File: config.mk
export PLATFORM = sky130hd
export DESIGN_NAME = oad_addr_engine
export DESIGN_NICKNAME = d
export VERILOG_FILES = /design/src/oad_addr_engine.v /design/src/oad_spec_dec.v /design/src/oad_op_dec.v
export VERILOG_INCLUDE_DIRS = /design/src
export SDC_FILE = /design/constraint.sdc
export NUM_CORES = 1
export LEC_CHECK = 0
export BUFFER_PORTS_ARGS = -buffer_cell sky130_fd_sc_hd__buf_2
export CORE_MARGIN = 2
export CORE_UTILIZATION = 55
export CTS_BUF_LIST = sky130_fd_sc_hd__clkbuf_16
export CTS_CLUSTER_DIAMETER = 200
export DETAILED_ROUTE_END_ITERATION = 8
export PLACE_DENSITY = 0.73
export SLEW_MARGIN = 15
export SYNTH_ARGS = -nofsm -noshare
export SYNTH_HDL_FRONTEND = slang
export SYNTH_HIERARCHICAL = 1
export SYNTH_SLANG_ARGS = --single-unit
File: constraint.sdc
create_clock -name pclk -period 6.85 [get_ports pclk]
set_input_delay 0.3425 -clock pclk [delete_from_list [all_inputs] [get_ports pclk]]
set_output_delay 0.3425 -clock pclk [all_outputs]
set_load 0.02 [all_outputs]
File: src/oad_map.vh
// constants for the operand address mode decoder: apb offsets, fields,
// opcode patterns and reset values
// assumes a 16-bit instruction word and an apb bus with 32-bit data
//
// Overview of operation
// - all operand addressing goes through eight general registers chosen by specifier
// - register 6 is the stack pointer; registers 0 to 5 are general
// - register 7 is the program counter used for instruction fetches
// - addressing mode comes from specifier bits 5 to 3
// - low mode bit set adds one level of indirection (deferred form)
// - destination specifier is six bits of mode and register
// - double-operand words also carry a six-bit source specifier
// - 0050DD zeroes destination word, 1050DD zeroes destination byte
// - 0052DD adds one to destination word, 1052DD to destination byte
// - 0051DD inverts destination word, 1051DD inverts destination byte
// - 06SSDD adds source to destination, result written to destination
// - mode 0 takes operand from register, no memory reference
// - mode 1 uses register contents as operand address
// - mode 2 uses register as address, then adds 1 (byte) or 2
// - mode 3 fetches address via register, then adds 2 to register
// - mode 4 first subtracts 1 (byte) or 2, then uses new value
// - instructions are one, two or three words long
// - index register contents plus following extension word form the address
// - mode 5 subtracts 2, result addresses the operand address
// - mode 6 adds the next extension word to the register
// - mode 7 register plus extension word addresses a pointer to operand
// - program counter always steps by 2, even for byte operations
`ifndef OAD_MAP_VH
`define OAD_MAP_VH

// ==========================================================================
// apb register offsets
`define OAD_CTRL_OFS      8'h00
`define OAD_INSTR_OFS     8'h04
`define OAD_STATUS_OFS    8'h08
`define OAD_SRC_EA_OFS    8'h0C
`define OAD_DST_EA_OFS    8'h10
`define OAD_OPINFO_OFS    8'h14
`define OAD_GPR_BASE_OFS  8'h20
`define OAD_GPR_TOP_OFS   8'h3C

// ==========================================================================
// register fields
`define OAD_CTRL_START_BIT   0
`define OAD_STAT_BUSY_BIT    0
`define OAD_STAT_DONE_BIT    1
`define OAD_STAT_BAD_BIT     2
`define OAD_EA_ISREG_BIT     16
`define OAD_INSTR_RST        16'h0000
`define OAD_GPR_RST          16'h0000

// ==========================================================================
// specifier layout
`define OAD_SPEC_MODE_HI  5
`define OAD_SPEC_MODE_LO  3
`define OAD_SPEC_REG_HI   2
`define OAD_SPEC_REG_LO   0
`define OAD_SRC_HI        11
`define OAD_SRC_LO        6
`define OAD_DST_HI        5
`define OAD_DST_LO        0
`define OAD_BYTE_BIT      15
`define OAD_STACK_REG     3'h6
`define OAD_PC_REG        3'h7
`define OAD_WORD_STEP     16'h0002
`define OAD_BYTE_STEP     16'h0001

// ==========================================================================
// opcode patterns, instruction bits 14 to 6 (add: bits 14 to 12), and operation codes
`define OAD_PAT_ZERO      9'h028
`define OAD_PAT_INV       9'h029
`define OAD_PAT_PLUS      9'h02A
`define OAD_PAT_ADD       3'h6
`define OAD_OP_NONE       3'h0
`define OAD_OP_ZERO       3'h1
`define OAD_OP_INV        3'h2
`define OAD_OP_PLUS       3'h3
`define OAD_OP_ADD        3'h4

`endif

File: src/oad_addr_engine.v
// operand address engine: apb register file, eight general registers and
// the sequencer that forms source and destination operand addresses
// assumes a memory read port that answers with mem_rd_ack after any delay
`default_nettype none

module oad_addr_engine (
    // clock, reset, enable
    input  wire        pclk,
    input  wire        presetn,
    input  wire        ce,
    // apb slave
    input  wire        psel,
    input  wire        penable,
    input  wire        pwrite,
    input  wire [7:0]  paddr,
    input  wire [31:0] pwdata,
    output reg  [31:0] prdata,
    output wire        pready,
    output wire        pslverr,
    // operand memory read path
    output reg         mem_rd_req,
    output reg  [15:0] mem_addr,
    input  wire [15:0] mem_rdata,
    input  wire        mem_rd_ack,
    // status
    output wire        busy,
    output reg         done
);
`include "oad_map.vh"

    // ======================================================================
    // states
    localparam [2:0] ST_IDLE = 3'h0;
    localparam [2:0] ST_SPEC = 3'h1;
    localparam [2:0] ST_EXT  = 3'h2;
    localparam [2:0] ST_PTR  = 3'h3;
    localparam [2:0] ST_FIN  = 3'h4;

    // ======================================================================
    // storage
    reg  [15:0] gpr_q [0:7];
    reg  [15:0] instr_q;
    reg  [2:0]  state_q;
    reg         phase_dst_q;
    reg         bad_q;
    reg  [1:0]  words_q;
    reg  [15:0] ea_q;
    reg         ea_reg_q;
    reg  [15:0] src_ea_q;
    reg         src_reg_q;
    reg  [15:0] dst_ea_q;
    reg         dst_reg_q;

    // ======================================================================
    // decoders
    wire [2:0]  op;
    wire        double_op;
    wire        byte_op;
    wire        legal;
    wire [2:0]  s_mode;
    wire [2:0]  s_rsel;
    wire        s_def;
    wire        s_pc;
    wire [15:0] s_step;
    wire [2:0]  d_mode;
    wire [2:0]  d_rsel;
    wire        d_def;
    wire        d_pc;
    wire [15:0] d_step;

    oad_op_dec u_op (
        .instr     (instr_q),
        .op        (op),
        .double_op (double_op),
        .byte_op   (byte_op),
        .legal     (legal)
    );

    oad_spec_dec u_src (
        .spec     (instr_q[`OAD_SRC_HI:`OAD_SRC_LO]),
        .byte_op  (byte_op),
        .mode     (s_mode),
        .rsel     (s_rsel),
        .deferred (s_def),
        .is_pc    (s_pc),
        .step     (s_step)
    );

    oad_spec_dec u_dst (
        .spec     (instr_q[`OAD_DST_HI:`OAD_DST_LO]),
        .byte_op  (byte_op),
        .mode     (d_mode),
        .rsel     (d_rsel),
        .deferred (d_def),
        .is_pc    (d_pc),
        .step     (d_step)
    );

    // ======================================================================
    // current specifier, chosen by phase
    wire [2:0]  c_mode = phase_dst_q ? d_mode : s_mode;
    wire [2:0]  c_rsel = phase_dst_q ? d_rsel : s_rsel;
    wire        c_def  = phase_dst_q ? d_def  : s_def;
    wire        c_pc   = phase_dst_q ? d_pc   : s_pc;
    wire [15:0] c_step = phase_dst_q ? d_step : s_step;
    wire [15:0] c_reg  = gpr_q[c_rsel];
    wire [15:0] pc_val = gpr_q[`OAD_PC_REG];

    // ======================================================================
    // apb decode
    wire setup   = psel && !penable;
    wire access  = psel && penable;
    wire is_gpr  = (paddr >= `OAD_GPR_BASE_OFS) && (paddr <= `OAD_GPR_TOP_OFS);
    wire aligned = (paddr[1:0] == 2'h0);
    wire mapped  = aligned && (is_gpr
                   || paddr == `OAD_CTRL_OFS   || paddr == `OAD_INSTR_OFS
                   || paddr == `OAD_STATUS_OFS || paddr == `OAD_SRC_EA_OFS
                   || paddr == `OAD_DST_EA_OFS || paddr == `OAD_OPINFO_OFS);
    wire [2:0] gidx = paddr[4:2];
    // a frozen block cannot complete a transfer
    assign pready  = ce;
    assign pslverr = access && !mapped;
    wire wr_ok     = ce && access && pwrite && mapped;
    wire idle      = (state_q == ST_IDLE);
    // instruction and registers are refused while a decode runs
    wire wr_gpr    = wr_ok && is_gpr && idle;
    wire wr_instr  = wr_ok && paddr == `OAD_INSTR_OFS && idle;
    wire start     = wr_ok && paddr == `OAD_CTRL_OFS && idle
                     && pwdata[`OAD_CTRL_START_BIT];
    wire clr_done  = wr_ok && paddr == `OAD_STATUS_OFS
                     && pwdata[`OAD_STAT_DONE_BIT];
    assign busy    = !idle;

    // ======================================================================
    // read mux, captured in the setup cycle
    reg [31:0] rd_d;
    always @* begin
        rd_d = 32'h0000_0000;
        case (paddr)
            `OAD_INSTR_OFS:  rd_d = {16'h0000, instr_q};
            `OAD_STATUS_OFS: rd_d = {22'h000000, words_q, 5'h00, bad_q,
                                     done, busy};
            `OAD_SRC_EA_OFS: rd_d = {15'h0000, src_reg_q, src_ea_q};
            `OAD_DST_EA_OFS: rd_d = {15'h0000, dst_reg_q, dst_ea_q};
            `OAD_OPINFO_OFS: rd_d = {12'h000, s_mode, s_rsel, d_mode, d_rsel,
                                     2'h0, double_op, byte_op, 1'b0, op};
            default: begin
                if (is_gpr && aligned) begin
                    rd_d = {16'h0000, gpr_q[gidx]};
                end
            end
        endcase
    end

    always @(posedge pclk or negedge presetn) begin
        if (!presetn) begin
            prdata <= 32'h0000_0000;
        end else if (ce && setup && !pwrite) begin
            prdata <= rd_d;
        end
    end

    // ======================================================================
    // sequencer and general registers
    integer i;
    wire [15:0] ext_sum = mem_rdata + c_reg;

    always @(posedge pclk or negedge presetn) begin
        if (!presetn) begin
            for (i = 0; i < 8; i = i + 1) begin
                gpr_q[i] <= `OAD_GPR_RST;
            end
            instr_q     <= `OAD_INSTR_RST;
            state_q     <= ST_IDLE;
            phase_dst_q <= 1'b0;
            bad_q       <= 1'b0;
            done        <= 1'b0;
            words_q     <= 2'h0;
            ea_q        <= 16'h0000;
            ea_reg_q    <= 1'b0;
            src_ea_q    <= 16'h0000;
            src_reg_q   <= 1'b0;
            dst_ea_q    <= 16'h0000;
            dst_reg_q   <= 1'b0;
            mem_rd_req  <= 1'b0;
            mem_addr    <= 16'h0000;
        end else if (ce) begin
            if (wr_gpr) begin
                gpr_q[gidx] <= pwdata[15:0];
            end
            if (wr_instr) begin
                instr_q <= pwdata[15:0];
            end
            // sticky done: a completion in the clear cycle wins
            if (clr_done) begin
                done <= 1'b0;
            end
            case (state_q)
                ST_IDLE: begin
                    if (start) begin
                        words_q   <= 2'h1;
                        src_reg_q <= 1'b0;
                        src_ea_q  <= 16'h0000;
                        if (!legal) begin
                            bad_q <= 1'b1;
                            done  <= 1'b1;
                        end else begin
                            bad_q       <= 1'b0;
                            phase_dst_q <= !double_op;
                            state_q     <= ST_SPEC;
                        end
                    end
                end
                ST_SPEC: begin
                    ea_reg_q <= 1'b0;
                    state_q  <= ST_FIN;
                    case (c_mode)
                        3'h0: begin
                            ea_q     <= {13'h0000, c_rsel};
                            ea_reg_q <= 1'b1;
                        end
                        3'h1: begin
                            ea_q <= c_reg;
                        end
                        3'h2: begin
                            ea_q <= c_reg;
                            gpr_q[c_rsel] <= c_reg + c_step;
                            if (c_pc) begin
                                words_q <= words_q + 2'h1;
                            end
                        end
                        3'h3: begin
                            mem_addr      <= c_reg;
                            mem_rd_req    <= 1'b1;
                            gpr_q[c_rsel] <= c_reg + `OAD_WORD_STEP;
                            state_q       <= ST_PTR;
                            if (c_pc) begin
                                words_q <= words_q + 2'h1;
                            end
                        end
                        3'h4: begin
                            ea_q          <= c_reg - c_step;
                            gpr_q[c_rsel] <= c_reg - c_step;
                        end
                        3'h5: begin
                            mem_addr      <= c_reg - `OAD_WORD_STEP;
                            mem_rd_req    <= 1'b1;
                            gpr_q[c_rsel] <= c_reg - `OAD_WORD_STEP;
                            state_q       <= ST_PTR;
                        end
                        default: begin
                            // modes 6 and 7: extension word at the counter
                            mem_addr   <= pc_val;
                            mem_rd_req <= 1'b1;
                            gpr_q[`OAD_PC_REG] <= pc_val + `OAD_WORD_STEP;
                            words_q    <= words_q + 2'h1;
                            state_q    <= ST_EXT;
                        end
                    endcase
                end
                ST_EXT: begin
                    // counter already stepped, so relative uses updated value
                    if (mem_rd_ack) begin
                        if (c_def) begin
                            mem_addr <= ext_sum;
                            state_q  <= ST_PTR;
                        end else begin
                            mem_rd_req <= 1'b0;
                            ea_q       <= ext_sum;
                            state_q    <= ST_FIN;
                        end
                    end
                end
                ST_PTR: begin
                    if (mem_rd_ack) begin
                        mem_rd_req <= 1'b0;
                        ea_q       <= mem_rdata;
                        state_q    <= ST_FIN;
                    end
                end
                ST_FIN: begin
                    if (phase_dst_q) begin
                        dst_ea_q  <= ea_q;
                        dst_reg_q <= ea_reg_q;
                        done      <= 1'b1;
                        state_q   <= ST_IDLE;
                    end else begin
                        src_ea_q    <= ea_q;
                        src_reg_q   <= ea_reg_q;
                        phase_dst_q <= 1'b1;
                        state_q     <= ST_SPEC;
                    end
                end
                default: begin
                    state_q    <= ST_IDLE;
                    mem_rd_req <= 1'b0;
                end
            endcase
        end
    end

    // ======================================================================
    // note: stack pointer keeps no special step here; it behaves like the
    // general registers, only the counter is forced to whole words

endmodule // oad_addr_engine

`default_nettype wire

File: src/oad_spec_dec.v
// splits one six-bit operand specifier into mode, register and step
// assumes the caller supplies the byte width of the current operation
`default_nettype none

module oad_spec_dec (
    // specifier in
    input  wire [5:0]  spec,
    input  wire        byte_op,
    // decoded fields
    output wire [2:0]  mode,
    output wire [2:0]  rsel,
    output wire        deferred,
    output wire        is_pc,
    output wire [15:0] step
);
`include "oad_map.vh"

    // ======================================================================
    // field split
    assign mode     = spec[`OAD_SPEC_MODE_HI:`OAD_SPEC_MODE_LO];
    assign rsel     = spec[`OAD_SPEC_REG_HI:`OAD_SPEC_REG_LO];
    assign deferred = mode[0];
    assign is_pc    = (rsel == `OAD_PC_REG);
    // stepping the counter by one would leave it on an odd fetch address
    assign step = (byte_op && !is_pc) ? `OAD_BYTE_STEP
                                      : `OAD_WORD_STEP;

endmodule // oad_spec_dec

`default_nettype wire

File: src/oad_op_dec.v
// recognises the operations this decoder understands from an instruction
// assumes a full 16-bit instruction word, octal pattern matching
`default_nettype none

module oad_op_dec (
    // instruction in
    input  wire [15:0] instr,
    // decoded operation
    output reg  [2:0]  op,
    output wire        double_op,
    output wire        byte_op,
    output wire        legal
);
`include "oad_map.vh"

    // ======================================================================
    // opcode match
    assign double_op = (instr[15:12] == {1'b0, `OAD_PAT_ADD});
    always @* begin
        op = `OAD_OP_NONE;
        if (double_op) begin
            op = `OAD_OP_ADD;
        end else begin
            case (instr[14:6])
                `OAD_PAT_ZERO: op = `OAD_OP_ZERO;
                `OAD_PAT_INV:  op = `OAD_OP_INV;
                `OAD_PAT_PLUS: op = `OAD_OP_PLUS;
                default:       op = `OAD_OP_NONE;
            endcase
        end
    end
    assign legal   = (op != `OAD_OP_NONE);
    // add is always a word operation
    assign byte_op = !double_op && instr[`OAD_BYTE_BIT];

endmodule // oad_op_dec

`default_nettype wire

==> run summary <==
The arrival time at the worst endpoint came out at 6.66 ns. The clock sink count came out at 240. The number of buffers on the longest clock path is 3. The starting density of the core came out at 55.83%. After floorplanning, the core was sized to cover approximately 33000 µm². The total of warnings raised by yosys came out at 6. The number of I/O port buffers came out at 87. By startpoint and endpoint, the worst setup path is classified as flip-flop to flip-flop. The via total after detailed routing came out at 19.17k.

Setup violations remaining at the end of the flow were counted as 0. The area of the die came out at ~35000 µm². Setup repair after global routing left no endpoint under its margin. The per-instance average area after synthesis came out at 8.477 µm².

Sorting the synthesized cells by area gives the leading types as dfrtp_1 32%, mux4_2 5.2%, a21oi_1 5.0%. For this design, the slowest cell found on the critical path is mux2_2. In this run the power density over the cells is 203.1 nW/µm². The number of enable-type register cells in the synthesized netlist is 0. For this run, the leading register cell type out of synthesis is dfrtp_1. The total number of nets in the final design is 2304. Compared with the post-synthesis result, the final layout area differs by 7.316%. The critical path goes through mux2_2 -> mux4_2 -> mux2i_4 -> inv_2 -> ha_1 -> nor2b_1 -> o21ai_0 -> a311oi_1 -> nor3_1 -> or4b_2 -> and3_1 -> mux2i_1 -> o211ai_1 -> nor3b_1 -> a21oi_1. The final number of max-transition violations was 0. Headroom to the max-slew limit came out at 12.33%. The delay contributed by the slowest stage of the critical path came out at 0.92 ns. The total wirelength of the detailed-routed design is 75.95 mm. The first global-routing pass estimated between 100 and 150 mm of wire. The overall overflow remaining after global route is 0. The final cycle utilization of the critical path is 90.69%. The number of failing hold endpoints at the final stage is 0. The final core utilization came out at between 50% and 60%. The root buffer cell chosen for the clock tree is clkbuf_16. The total routing usage reported by global routing came out at a little over two fifths. Entering global routing, the biggest net connects 175 pins. In this run the worst path has a maximum fanout of 33. The commonest cells after synthesis are 240 x dfrtp_1, 237 x nand2_1, 202 x nor2_1, 187 x a21oi_1, 122 x o21ai_0. The final antenna diode count came out at 0. The max capacitance violation total is 0.

After routing the design area is 20040 µm². The clock tree from TritonCTS is yes. The detail route stage leaves a number of antenna-violating nets equal to 0. The final weighted congestion in routability-driven placement is 1.012. The share of the synthesized area in the top cell type is ~32%. Once placement completed, the tool counted placed cells totaling 2608.

The setup fix buffers added after clock tree synthesis came out at 0. In the post-synthesis netlist, the cell with the most instances is dfrtp_1. The post-route netlist has 14.40% of its cells at a drive strength greater than 1. The minimum period implied by the final worst setup slack is just over 6 ns. The final-layout setup total negative slack came out at 0 ns.

Final hold analysis gives a worst-case slack of 0.1720 ns. The average wire length per cell after detail routing is 28.58 µm. The top-level port count is 116. The cell area after synthesis came out at 18680 µm². The die extent in y is 188.3 µm. The initial antenna violation count came out at 3.

The cell count after synthesis is 2203. CTS built an H-tree with a depth of 1. The post-synthesis sequential area ratio is approximately a third. The via count normalized by instance count is 7.215.

For this run, asynchronously set or reset flops after synthesis account for 100.0%. STA classifies the critical path endpoint as a flip-flop. The startpoint kind of the worst setup timing path is a flip-flop. The layout filler cell count is approximately 3.0k. Detailed placement ended at an HPWL of 54.13 mm. In this run the horizontal extent of the chip is 188.3 µm. In this run the cell area measured after placement is 19150 µm².

The number of gates resized after CTS came out at 0. The worst hold path belongs to the class input pin to flip-flop. The via count of the first global-routing pass came to 18.12k. The flow ran to the end, and the final reports show no timing, DRC or antenna violations. The insertion delay of the later-clocked pin in the worst-skew pair came out at 0.58 ns. The netlist uses 100 different library cells. The peak supply drop is 0.1729 mV. The first detailed-routing pass ran for 6 iterations. The first-iteration detailed-routing DRC count is 2783. The cell type contributing the most total cell area after synthesis is dfrtp_1. The transition time at the pin with the least slew margin came out at 1.315 ns. The highest attainable clock frequency is 161.0 MHz. The clock-pin slew on the worst setup and hold paths is roughly 0.060 ns. The finished layout holds 2657 standard cells, fillers aside.

Synthesis inferred 240 register bits. After floorplanning, the core was divided into 67 placement rows. The final setup skew came out at 0.02518 ns. The number of hold buffers added after CTS was 1. In the routed design, unresolved DRC markers number 0. The leakage power is 0.008373 µW. The required time at the endpoint of the critical path is 7.29 ns. Counting the buffers created by CTS gives 27.
[logic make-up (layout without fill, tap and decap cells)]
| logic type | count (synthesis) | after routing | synth area share [%] |
|---|---|---|---|
| AOI/OAI and AO/OA | 718 | 718 | 25.12 |
| and+or+nand+nor | 710 | 710 | 17.63 |
| buffers and inverters | 268 | 237 | 6.881 |
| DFF | 240 | 240 | 32.16 |
| muxes | 162 | 162 | 12.21 |
| adders and majority gates | 51 | 51 | 3.537 |
| xor gates and xnor gates | 51 | 51 | 2.392 |
| other | 3 | 40 | 0.06029 |
[sequential cells by signal (all words and copies together), names as in the netlist]
register	count
bad_q	1
done	1
dst_ea_q	16
dst_reg_q	1
ea_q	16
ea_reg_q	1
gpr_q	112
instr_q	16
mem_addr	16
mem_rd_req	1
pc_val	16
phase_dst_q	1
prdata	20
src_ea_q	16
src_reg_q	1
state_q	3
words_q	2
[metrics by stage]
stage,setup slack [ns],power (µW)
after floorplan,1.962,2248
after global placement,1.003,2537
after detailed placement,0.9261,2557
after CTS,0.8962,4027
after global routing,0.4124,4190
final,0.6375,4071
[layout make-up]
type	count	area (µm²)	area share, %
tap	448	560.5	2.797
clock inverter	21	196.4	0.9801
sequential	240	6007	29.97
clock buffer	27	675.6	3.371
multi-input combinational	1732	11580	57.76
inverter	54	202.7	1.011
timing repair buffer	135	823.3	4.108
[worst paths after layout]
| check | startpoint | endpoint | slack [ns] | depth (start not counted) |
|---|---|---|---|---|
| hold / removal | mem_rdata[2] | ea_q[2] | 0.17 | 3 |
| setup reg to reg | instr_q[8] | gpr_q[111] | 0.64 | 15 |
| setup / recovery | instr_q[8] | gpr_q[111] | 0.64 | 15 |
| hold reg to reg | prdata[19] | prdata[19] | 0.46 | 2 |
| min in group asynchronous | presetn | dst_ea_q[5] | 0.33 | 2 |
| max in group asynchronous | presetn | pc_val[12] | 5.11 | 3 |
[routing by layer]
metal	share of wire (%)	global-route usage [%]	up-vias
li1	-	-	8117
met1	36	54.34	9124
met2	42	62.25	1565
met3	14	12.78	362
met4	7.4	24.20	2
met5	0.016	0	-
[power by group]
part	switching, µW	leakage [µW]	total [µW]	internal (µW)
combinational	591	0.00488	919	328
sequential	135	0.00304	1660	1520
clock	635	0.000449	1490	860
[worst max-delay path: cells and delay by family (launching register included)]
family / cells / cell delay (ns)
compound gates: 4 / 1.10
fa+ha+maj: 1 / 0.43
buf+inv: 1 / 0.16
flops: 1 / 0.64
mux: 4 / 1.97
simple gates: 5 / 1.80
[placed cells by master (no fill, tap or decap), types with 48 or more instances in the layout]
| cell | n |
|---|---|
| nor2_1 | 202 |
| dfrtp_1 | 239 |
| ha_1 | 48 |
| o21ai_0 | 122 |
| mux2i_1 | 58 |
| nor3_1 | 77 |
| a21oi_1 | 180 |
| inv_1 | 59 |
| nand3_1 | 60 |
| mux2_2 | 53 |
| o22ai_1 | 106 |
| nand2_1 | 237 |
| buf_2 | 85 |
Power figures use the tool's default switching activity.
